### src/logic/ioam_pkg.sv
// Package: register map, field positions and reset values of the own-address match block.
// Assumes a 32-bit APB slave with one aligned word per register.
package ioam_pkg;
    // ==========================================================
    // Register word indices and byte addresses
    localparam logic [11:0] OFS_SLOT0_IDX = 12'h01d4;
    localparam logic [11:0] OFS_SLOT1_IDX = 12'h01d6;
    localparam logic [11:0] OFS_SLOT2_IDX = 12'h01d8;
    localparam logic [13:0] ADDR_SLOT0 = {OFS_SLOT0_IDX, 2'b00};
    localparam logic [13:0] ADDR_SLOT1 = {OFS_SLOT1_IDX, 2'b00};
    localparam logic [13:0] ADDR_SLOT2 = {OFS_SLOT2_IDX, 2'b00};
    localparam logic [13:0] ADDR_CTRL = 14'h0800;
    localparam logic [13:0] ADDR_MASK = 14'h0804;
    localparam logic [13:0] ADDR_RXADDR = 14'h0808;
    localparam logic [13:0] ADDR_STATUS = 14'h080c;
    // ==========================================================
    // Field positions
    localparam int GCEN_BIT = 15;
    localparam int OAEN_BIT = 10;
    localparam int ADDR_MSB = 9;
    localparam int ADDR7_MSB = 6;
    localparam int CTRL_SWRST_BIT = 0;
    localparam int CTRL_MODE10_BIT = 1;
    localparam int STAT_GC_BIT = 0;
    localparam int STAT_MATCH_LSB = 1;
    // ==========================================================
    // Reset values, general call address and slot count
    localparam logic [15:0] SLOT_RESET = 16'h0000;
    localparam logic [9:0] MASK_RESET = 10'h03ff;
    localparam logic [1:0] CTRL_RESET = 2'h1;
    localparam logic [9:0] GC_ADDR = 10'h0000;
    localparam int NUM_SLOTS = 3;
endpackage

### src/logic/ioam_slot_cmp.sv
// Compare of one own-address slot against the bus address.
// Assumes slot fields are stable; purely combinational.
module ioam_slot_cmp (
    input wire logic [9:0] slot_address_value,
    input wire logic slot_address_en,
    input wire logic [9:0] address_compare_mask,
    input wire logic mode_10bit,
    input wire logic [9:0] bus_address,
    output logic hit
);
    logic [9:0] diff;
    always_comb begin
        diff = (slot_address_value ^ bus_address) & address_compare_mask;
        if (!mode_10bit) begin
            diff[ioam_pkg::ADDR_MSB:ioam_pkg::ADDR7_MSB+1] = 3'h0;
        end
        hit = slot_address_en && (diff == 10'h000);
    end
endmodule

### src/logic/ioam_top.sv
// Own-address slots, match logic and status for an I2C target, on APB.
// Assumes the serial engine supplies start, address-valid strobes and the address.
// What this block does
// - Slot 0 holds a general call answer enable at bit 15; other slots lack it.
// - Each slot's bit 10 enables that slot in address comparison.
// - The slot address sits right justified in bits 9..0.
// - In 7-bit mode bit 6 is the top bit and bits 9..7 are ignored.
// - In 10-bit mode all ten bits compare, bit 9 the top bit.
// - Slot fields change only while module soft reset is set.
// - All slots read zero after reset.
// - A cleared mask bit makes that address bit don't care; reset mask is all ones.
// - The last acknowledged target address is captured in a readable register.
// - General call reception sets a flag that a START clears.
module ioam_top (
    input wire logic pclk,
    input wire logic presetn,
    input wire logic psel,
    input wire logic penable,
    input wire logic pwrite,
    input wire logic [31:0] paddr,
    input wire logic [31:0] pwdata,
    input wire logic [3:0] pstrb,
    output logic [31:0] prdata,
    output logic pready,
    output logic pslverr,
    input wire logic bus_start,
    input wire logic bus_addr_valid,
    input wire logic [9:0] bus_address,
    output logic addr_ack,
    output logic module_soft_reset
);
    // ==========================================================
    // Registers
    logic [15:0] slot_reg [ioam_pkg::NUM_SLOTS];
    logic [9:0] address_compare_mask_reg;
    logic [1:0] ctrl_reg;
    logic [9:0] captured_target_address_reg;
    logic general_call_seen_flag_reg;
    logic [2:0] match_reg;
    logic addr_ack_reg;
    logic [2:0] hit;
    logic gc_hit;
    logic wr_en;
    logic rd_en;
    logic [13:0] a;
    logic mapped;
    logic [31:0] rdata_next;

    assign a = paddr[13:0];
    assign wr_en = psel && penable && pwrite;
    assign rd_en = psel && !penable && !pwrite;
    assign module_soft_reset = ctrl_reg[ioam_pkg::CTRL_SWRST_BIT];
    assign pready = 1'b1;

    // ==========================================================
    // Address decode and read mux
    always_comb begin
        mapped = 1'b1;
        rdata_next = 32'h0000_0000;
        case (a)
            ioam_pkg::ADDR_SLOT0: rdata_next = {16'h0000, slot_reg[0]};
            ioam_pkg::ADDR_SLOT1: rdata_next = {16'h0000, slot_reg[1]};
            ioam_pkg::ADDR_SLOT2: rdata_next = {16'h0000, slot_reg[2]};
            ioam_pkg::ADDR_CTRL: rdata_next = {30'h0000_0000, ctrl_reg};
            ioam_pkg::ADDR_MASK: rdata_next = {22'h00_0000, address_compare_mask_reg};
            ioam_pkg::ADDR_RXADDR: begin
                rdata_next = {22'h00_0000, captured_target_address_reg};
            end
            ioam_pkg::ADDR_STATUS: rdata_next = {28'h000_0000, match_reg, general_call_seen_flag_reg};
            default: mapped = 1'b0;
        endcase
        if (paddr[31:14] != 18'h0_0000 || paddr[1:0] != 2'b00) begin
            mapped = 1'b0;
            rdata_next = 32'h0000_0000;
        end
    end
    assign pslverr = psel && penable && !mapped;

    // Read data loads in the setup phase so it stands through the access phase
    always_ff @(posedge pclk or negedge presetn) begin
        if (!presetn) begin
            prdata <= 32'h0000_0000;
        end else if (rd_en) begin
            prdata <= rdata_next;
        end
    end

    // ==========================================================
    // Slot registers, written only in soft reset
    genvar i;
    generate
        for (i = 0; i < ioam_pkg::NUM_SLOTS; i++) begin : g_slot
            localparam logic [13:0] SLOT_ADDR = (i == 0) ? ioam_pkg::ADDR_SLOT0 :
                (i == 1) ? ioam_pkg::ADDR_SLOT1 : ioam_pkg::ADDR_SLOT2;
            localparam logic [15:0] WMASK = (i == 0) ? 16'h87ff : 16'h07ff;
            always_ff @(posedge pclk or negedge presetn) begin
                if (!presetn) begin
                    slot_reg[i] <= ioam_pkg::SLOT_RESET;
                end else if (wr_en && mapped && a == SLOT_ADDR && module_soft_reset) begin
                    slot_reg[i] <= pwdata[15:0] & WMASK;
                end
            end
            ioam_slot_cmp u_cmp (
                .slot_address_value(slot_reg[i][ioam_pkg::ADDR_MSB:0]),
                .slot_address_en(slot_reg[i][ioam_pkg::OAEN_BIT]),
                .address_compare_mask(address_compare_mask_reg),
                .mode_10bit(ctrl_reg[ioam_pkg::CTRL_MODE10_BIT]),
                .bus_address(bus_address),
                .hit(hit[i])
            );
        end
    endgenerate

    // ==========================================================
    // Control and mask
    always_ff @(posedge pclk or negedge presetn) begin
        if (!presetn) begin
            ctrl_reg <= ioam_pkg::CTRL_RESET;
        end else if (wr_en && mapped && a == ioam_pkg::ADDR_CTRL && pstrb[0]) begin
            ctrl_reg <= pwdata[1:0];
        end
    end

    always_ff @(posedge pclk or negedge presetn) begin
        if (!presetn) begin
            address_compare_mask_reg <= ioam_pkg::MASK_RESET;
        end else if (wr_en && mapped && a == ioam_pkg::ADDR_MASK && module_soft_reset) begin
            address_compare_mask_reg <= pwdata[9:0];
        end
    end

    // ==========================================================
    // Match, capture and general call
    assign gc_hit = slot_reg[0][ioam_pkg::GCEN_BIT] && bus_address == ioam_pkg::GC_ADDR;
    assign addr_ack = addr_ack_reg;

    always_ff @(posedge pclk or negedge presetn) begin
        if (!presetn) begin
            addr_ack_reg <= 1'b0;
            match_reg <= 3'h0;
        end else begin
            addr_ack_reg <= bus_addr_valid && !module_soft_reset && ((|hit) || gc_hit);
            if (bus_addr_valid && !module_soft_reset) begin
                match_reg <= hit;
            end
        end
    end

    always_ff @(posedge pclk or negedge presetn) begin
        if (!presetn) begin
            captured_target_address_reg <= 10'h000;
        end else if (bus_addr_valid && !module_soft_reset && ((|hit) || gc_hit)) begin
            captured_target_address_reg <= bus_address;
        end
    end

    always_ff @(posedge pclk or negedge presetn) begin
        if (!presetn) begin
            general_call_seen_flag_reg <= 1'b0;
        end else if (bus_addr_valid && !module_soft_reset && gc_hit) begin
            general_call_seen_flag_reg <= 1'b1;
        end else if (bus_start || module_soft_reset) begin
            general_call_seen_flag_reg <= 1'b0;
        end
    end

    // ==========================================================
    // Checks
    chk_slot_reset_zero: assert property (@(posedge pclk) $rose(presetn) |->
        slot_reg[0] == 16'h0000 && slot_reg[1] == 16'h0000 && slot_reg[2] == 16'h0000)
        else $error("slot not zero after reset");
    chk_write_locked: assert property (@(posedge pclk) disable iff (!presetn)
        !$past(module_soft_reset) |-> $stable(slot_reg[1]))
        else $error("slot changed outside soft reset");
    chk_mask_locked: assert property (@(posedge pclk) disable iff (!presetn)
        !$past(module_soft_reset) |-> $stable(address_compare_mask_reg))
        else $error("mask changed outside soft reset");
    chk_no_gcen_slot1: assert property (@(posedge pclk) disable iff (!presetn)
        slot_reg[1][15:11] == 5'h00 && slot_reg[2][15:11] == 5'h00)
        else $error("reserved slot bits set");
    chk_disabled_no_hit: assert property (@(posedge pclk) disable iff (!presetn)
        !slot_reg[0][ioam_pkg::OAEN_BIT] |-> !hit[0])
        else $error("disabled slot hit");
    chk_exact_hit: assert property (@(posedge pclk) disable iff (!presetn)
        slot_reg[1][ioam_pkg::OAEN_BIT] && address_compare_mask_reg == 10'h3ff &&
        ctrl_reg[1] && bus_address == slot_reg[1][9:0] |-> hit[1])
        else $error("10-bit exact match missed");
    chk_7bit_ignore: assert property (@(posedge pclk) disable iff (!presetn)
        slot_reg[1][ioam_pkg::OAEN_BIT] && !ctrl_reg[1] && address_compare_mask_reg == 10'h3ff &&
        bus_address[6:0] == slot_reg[1][6:0] |-> hit[1])
        else $error("7-bit match missed");
    chk_mask_dontcare: assert property (@(posedge pclk) disable iff (!presetn)
        slot_reg[0][ioam_pkg::OAEN_BIT] && ctrl_reg[1] &&
        ((bus_address ^ slot_reg[0][9:0]) & address_compare_mask_reg) == 10'h000 |-> hit[0])
        else $error("masked match missed");
    chk_ack_follows: assert property (@(posedge pclk) disable iff (!presetn)
        bus_addr_valid && !module_soft_reset && (|hit) |=>
        addr_ack && captured_target_address_reg == $past(bus_address))
        else $error("ack or capture missing");
    chk_ack_source: assert property (@(posedge pclk) disable iff (!presetn)
        addr_ack |-> $past(bus_addr_valid))
        else $error("ack without address strobe");
    chk_no_ack_in_reset: assert property (@(posedge pclk) disable iff (!presetn)
        module_soft_reset |=> !addr_ack)
        else $error("ack while in soft reset");
    chk_gc_ignored: assert property (@(posedge pclk) disable iff (!presetn)
        bus_addr_valid && !module_soft_reset && !slot_reg[0][ioam_pkg::GCEN_BIT] && !(|hit)
        |=> !addr_ack)
        else $error("general call answered while disabled");
    chk_gc_flag: assert property (@(posedge pclk) disable iff (!presetn)
        bus_addr_valid && !module_soft_reset && gc_hit |=> general_call_seen_flag_reg)
        else $error("general call flag not set");
    chk_gc_start_clear: assert property (@(posedge pclk) disable iff (!presetn)
        bus_start && !(bus_addr_valid && !module_soft_reset && gc_hit) |=>
        !general_call_seen_flag_reg)
        else $error("general call flag not cleared by start");

    // ==========================================================
    // Covers
    cov_ack: cover property (@(posedge pclk) disable iff (!presetn) addr_ack);
    cov_gc: cover property (@(posedge pclk) disable iff (!presetn) $rose(general_call_seen_flag_reg));
    cov_multi: cover property (@(posedge pclk) disable iff (!presetn) hit == 3'h7);
    cov_masked_hit: cover property (@(posedge pclk) disable iff (!presetn)
        addr_ack && address_compare_mask_reg != 10'h3ff);
endmodule

### config.mk
export PLATFORM = sky130hd
export DESIGN_NAME = ioam_top
export DESIGN_NICKNAME = d
export VERILOG_FILES = /design/src/logic/ioam_pkg.sv /design/src/logic/ioam_slot_cmp.sv /design/src/logic/ioam_top.sv
export SDC_FILE = /design/constraint.sdc
export NUM_CORES = 1
export LEC_CHECK = 0
export BUFFER_PORTS_ARGS = -buffer_cell sky130_fd_sc_hd__buf_4
export CORE_UTILIZATION = 43
export DETAILED_ROUTE_END_ITERATION = 6
export HOLD_SLACK_MARGIN = 0.15
export PLACE_DENSITY = 0.68
export SKIP_LAST_GASP = 1
export SYNTH_ARGS = -nofsm -noshare
export SYNTH_HDL_FRONTEND = slang
export SYNTH_SLANG_ARGS = --single-unit
### constraint.sdc
create_clock -name pclk -period 2.4 [get_ports pclk]
set_clock_uncertainty 0.15 [all_clocks]
set_input_delay 0.24 -clock pclk [delete_from_list [all_inputs] [get_ports pclk]]
set_output_delay 0.24 -clock pclk [all_outputs]
set_load 0.1 [all_outputs]
==> flow_metrics.py <==
metrics = {
    "global_route": {
        "grt_pass1_wl_um": 17100,
        "antenna_found_initial": 0,
        "grt_util_met1": 0.318,
        "met3_usage": 0.0422,
        "grt_max_degree": 74,
        "grt_use_total": 0.229,
        "grt_pass1_vias": 3225,
        "busiest_layer": "met2",
        "use_met2": 0.365,
        "grt-ovfl-total": 0,
    },
    "final_layout": {
        "post-route-util": 0.578,
        "largest_register_ff_count": 34,
        "final_cell_area_um2": 5320,
        "nFillCells": 768,
        "n_antenna_cell": 0,
        "area_growth_pct": 30.7,
        "drive_gt1_frac": 0.433,
        "num-nets-final": 563,
    },
    "place": {
        "io_buffers": 76,
        "dp_hpwl_um": 7730,
        "post-place-ws_ns": 0.165,
        "routabilityCongestion": 0.882,
        "place_area_um2": 4800,
    },
    "critical_path": {
        "critPathRequiredTime_ns": 2.47,
        "worstSetupEndpointType": "register",
        "crit_buf_inv": 3,
        "critPathLaunchType": "primary input",
        "crit_family": "compound AO/OA/AOI/OAI gates",
        "crit_start": "bus_address[8]",
        "crit_chain": "dlygate4sd3_1 > buf_4 > xor2_1 > a222oi_1 > nor2b_1 > o22ai_2 > o41ai_4 > buf_4 > a22o_1",
        "slowest_delay_ns": 0.53,
        "slowest_stage": "dlygate4sd3_1",
        "rr_startpoint": "slot_reg[24]",
        "arrival_ns": 2.42,
        "path_max_fanout": 5,
        "crit_type": "primary input to register",
        "crit_top_cell": "buf_4",
    },
    "die": {
        "die-area_um2": 9860,
        "fp-row-count": 35,
        "core_area_um2": 9200,
        "io_pins": 121,
        "initial_core_util": 0.442,
        "die_h_um": 99.3,
        "die_x_um": 99.3,
    },
    "drt": {
        "vias_per_cell": 5.55,
        "drcViolationCount": 0,
        "wire_per_inst_um": 18.1,
        "vias": 3295,
        "antenna_left": 0,
        "drtIter0Drc": 165,
        "drt_first_pass_iters": 5,
        "wirelength_um": 10800,
    },
    "sta": {
        "finalMaxSlewViolations": 0,
        "slew_headroom": 0.397,
        "fin_ws_ns": 0.0494,
        "tightestPinTransition_ns": 0.904,
        "hold_viol_final": 0,
        "finalCriticalPeriod_ns": 2.35,
        "fmax_mhz": 425,
        "setup_violations": 0,
        "post-route-period-util": 0.979,
    },
    "power_and_ir_drop": {
        "pwr_density_cell_nw_per_um2": 481,
        "leakagePower_uw": 0.00255,
        "clkPwrFrac": 0.375,
        "power_uw": 2560,
        "ir_worst_vdd_mv": 0.262,
        "power_switching_uw": 706,
        "cell_internal_pwr_uw": 1850,
        "seqPwrFrac": 0.481,
        "pwr-share-comb": 0.145,
        "swShare": 0.276,
    },
    "synth": {
        "netlist_instances": 362,
        "synth_top_family_by_area": "compound AO/OA/AOI/OAI gates",
        "synth_top_area_frac": 0.381,
        "synth-seq-cells": 73,
        "synthDistinctLibCells": 54,
        "synth_compound_area_frac": 0.150,
        "synth.cells.most_frequent": "62 x dfrtp_1, 51 x mux2_2, 30 x xor2_1",
        "seq_area_frac_synth": 0.452,
        "syn_avg_cell_area_um2": 11.2,
        "synth-edff-count": 0,
        "synth_fa_ha_area_frac": 0,
        "synth_most_common_cell": "dfrtp_1",
        "synth_area_um2": 4070,
        "yosys.area_share.simple": 0.114,
        "synth_area_leader_cell": "dfrtp_1",
        "synth-main-ff-cell": "dfrtp_1",
        "synth_mux_area_frac": 0.149,
        "synth_xor_area_frac": 0.0646,
        "ys_top_cells_by_area": "dfrtp_1 38%, mux2_2 14%, dfstp_2 7.1%",
        "ys_async_sr_fraction": 1.00,
        "ys_warn_count": 0,
    },
    "clocking": {
        "tritoncts.num_buffers": 9,
        "tritoncts": "yes",
        "cts_buffer_depth": 2,
        "clk_pin_slew_worst_paths_ns": 0.07,
        "cts.sinks": 73,
        "cts_root_buf": "clkbuf_8",
        "htree_levels": 3,
        "clock_latency_ns": 0.34,
    },
    "run": {
        "maxCapViolations": 0,
    },
    "min_path": {
        "hp-class": "primary input to register",
        "hp-start": "paddr[18]",
    },
    "run_status": {
        "status": "finished, final reports clean",
    },
}
## layout by cell type (no fill, tap or decap), types with 3 or more instances in the layout
cell and count:
nor2b_1 4, buf_4 101, a31o_2 5, dlygate4sd3_1 25
nand3_1 4, a22oi_2 3, dfstp_2 11, nand4_1 6
nor2_1 8, mux2_2 51, a21o_1 4, a21oi_1 6
inv_1 3, a22oi_1 20, a22o_1 10, conb_1 21
o21ai_2 5, a21boi_0 3, nand2_1 28, a222oi_1 4
dfrtp_1 62, a211oi_1 3, clkbuf_8 10, nor4_1 8
xor2_1 30, o31ai_1 3
## routing by layer
layer | wire length (um) | vias to the layer above
met3 | 533 | 16
met2 | 5020 | 129
met4 | 173 | 0
li1 | - | 1525
met5 | 0 | -
met1 | 5040 | 1625
## final timing paths
path	endpoint	slack, ns	depth (start not counted)
hold / removal	prdata[15]	0.22	6
hold reg to reg	match_reg[0]	0.32	2
setup reg to reg	captured_target_address_reg[6]	0.24	7
max in group asynchronous	captured_target_address_reg[2]	1.10	2
setup / recovery	captured_target_address_reg[6]	0.05	9
min in group asynchronous	prdata[7]	0.41	2
## power by group through the flow
| stage | sequential, uW | clock, uW | combinational, uW |
|---|---|---|---|
| finish | 1230 | 959 | 371 |
| CTS | 1230 | 985 | 368 |
| global placement | 1250 | 0 | 334 |
| detailed placement | 1250 | 0 | 337 |
| floorplan | 1250 | 0 | 237 |
| global route | 1230 | 1040 | 395 |
## cell type report
class | instances | area (um2) | share of cell area
clock inverter | 5 | 56.3 | 0.0106
inverter | 3 | 11.3 | 0.00212
timing repair buffer | 128 | 1050 | 0.197
sequential | 73 | 1840 | 0.346
tap | 111 | 139 | 0.0261
multi-input combinational | 263 | 2080 | 0.391
clock buffer | 11 | 141 | 0.0266
## what timing repair did
action / in CTS / in global routing
hold endpoints to repair: 120 / 0
hold buffers: 25 / 0
resized for setup: 0 / 10
buffers inserted: 0 / 2
endpoints found under the setup margin: 0 / 9
## through the flow
step	instances	hold slack, ns	TNS, ns
floorplan	381	-0.206	0
global placement	551	0.276	0
detailed placement	551	0.277	0
CTS	592	0.215	0
global route	594	0.263	-0.00447
finish	594	0.223	0
## tightest hold or removal path, delay by kind of cell
family / cells / cell delay [ns]
and+or+nand+nor: 4 / 0.29
buffers and inverters: 1 / 0.08
AOI/OAI and AO/OA: 1 / 0.06
## kinds of logic (layout without fill, tap and decap cells)
group / count (synthesis) / after routing
simple gates: 81 / 81
other cells: 2 / 21
flops: 73 / 73
compound gates: 78 / 78
buf+inv: 45 / 147
mux: 53 / 53
xor+xnor: 30 / 30
Note: power is estimated with default switching activity, not from simulation.
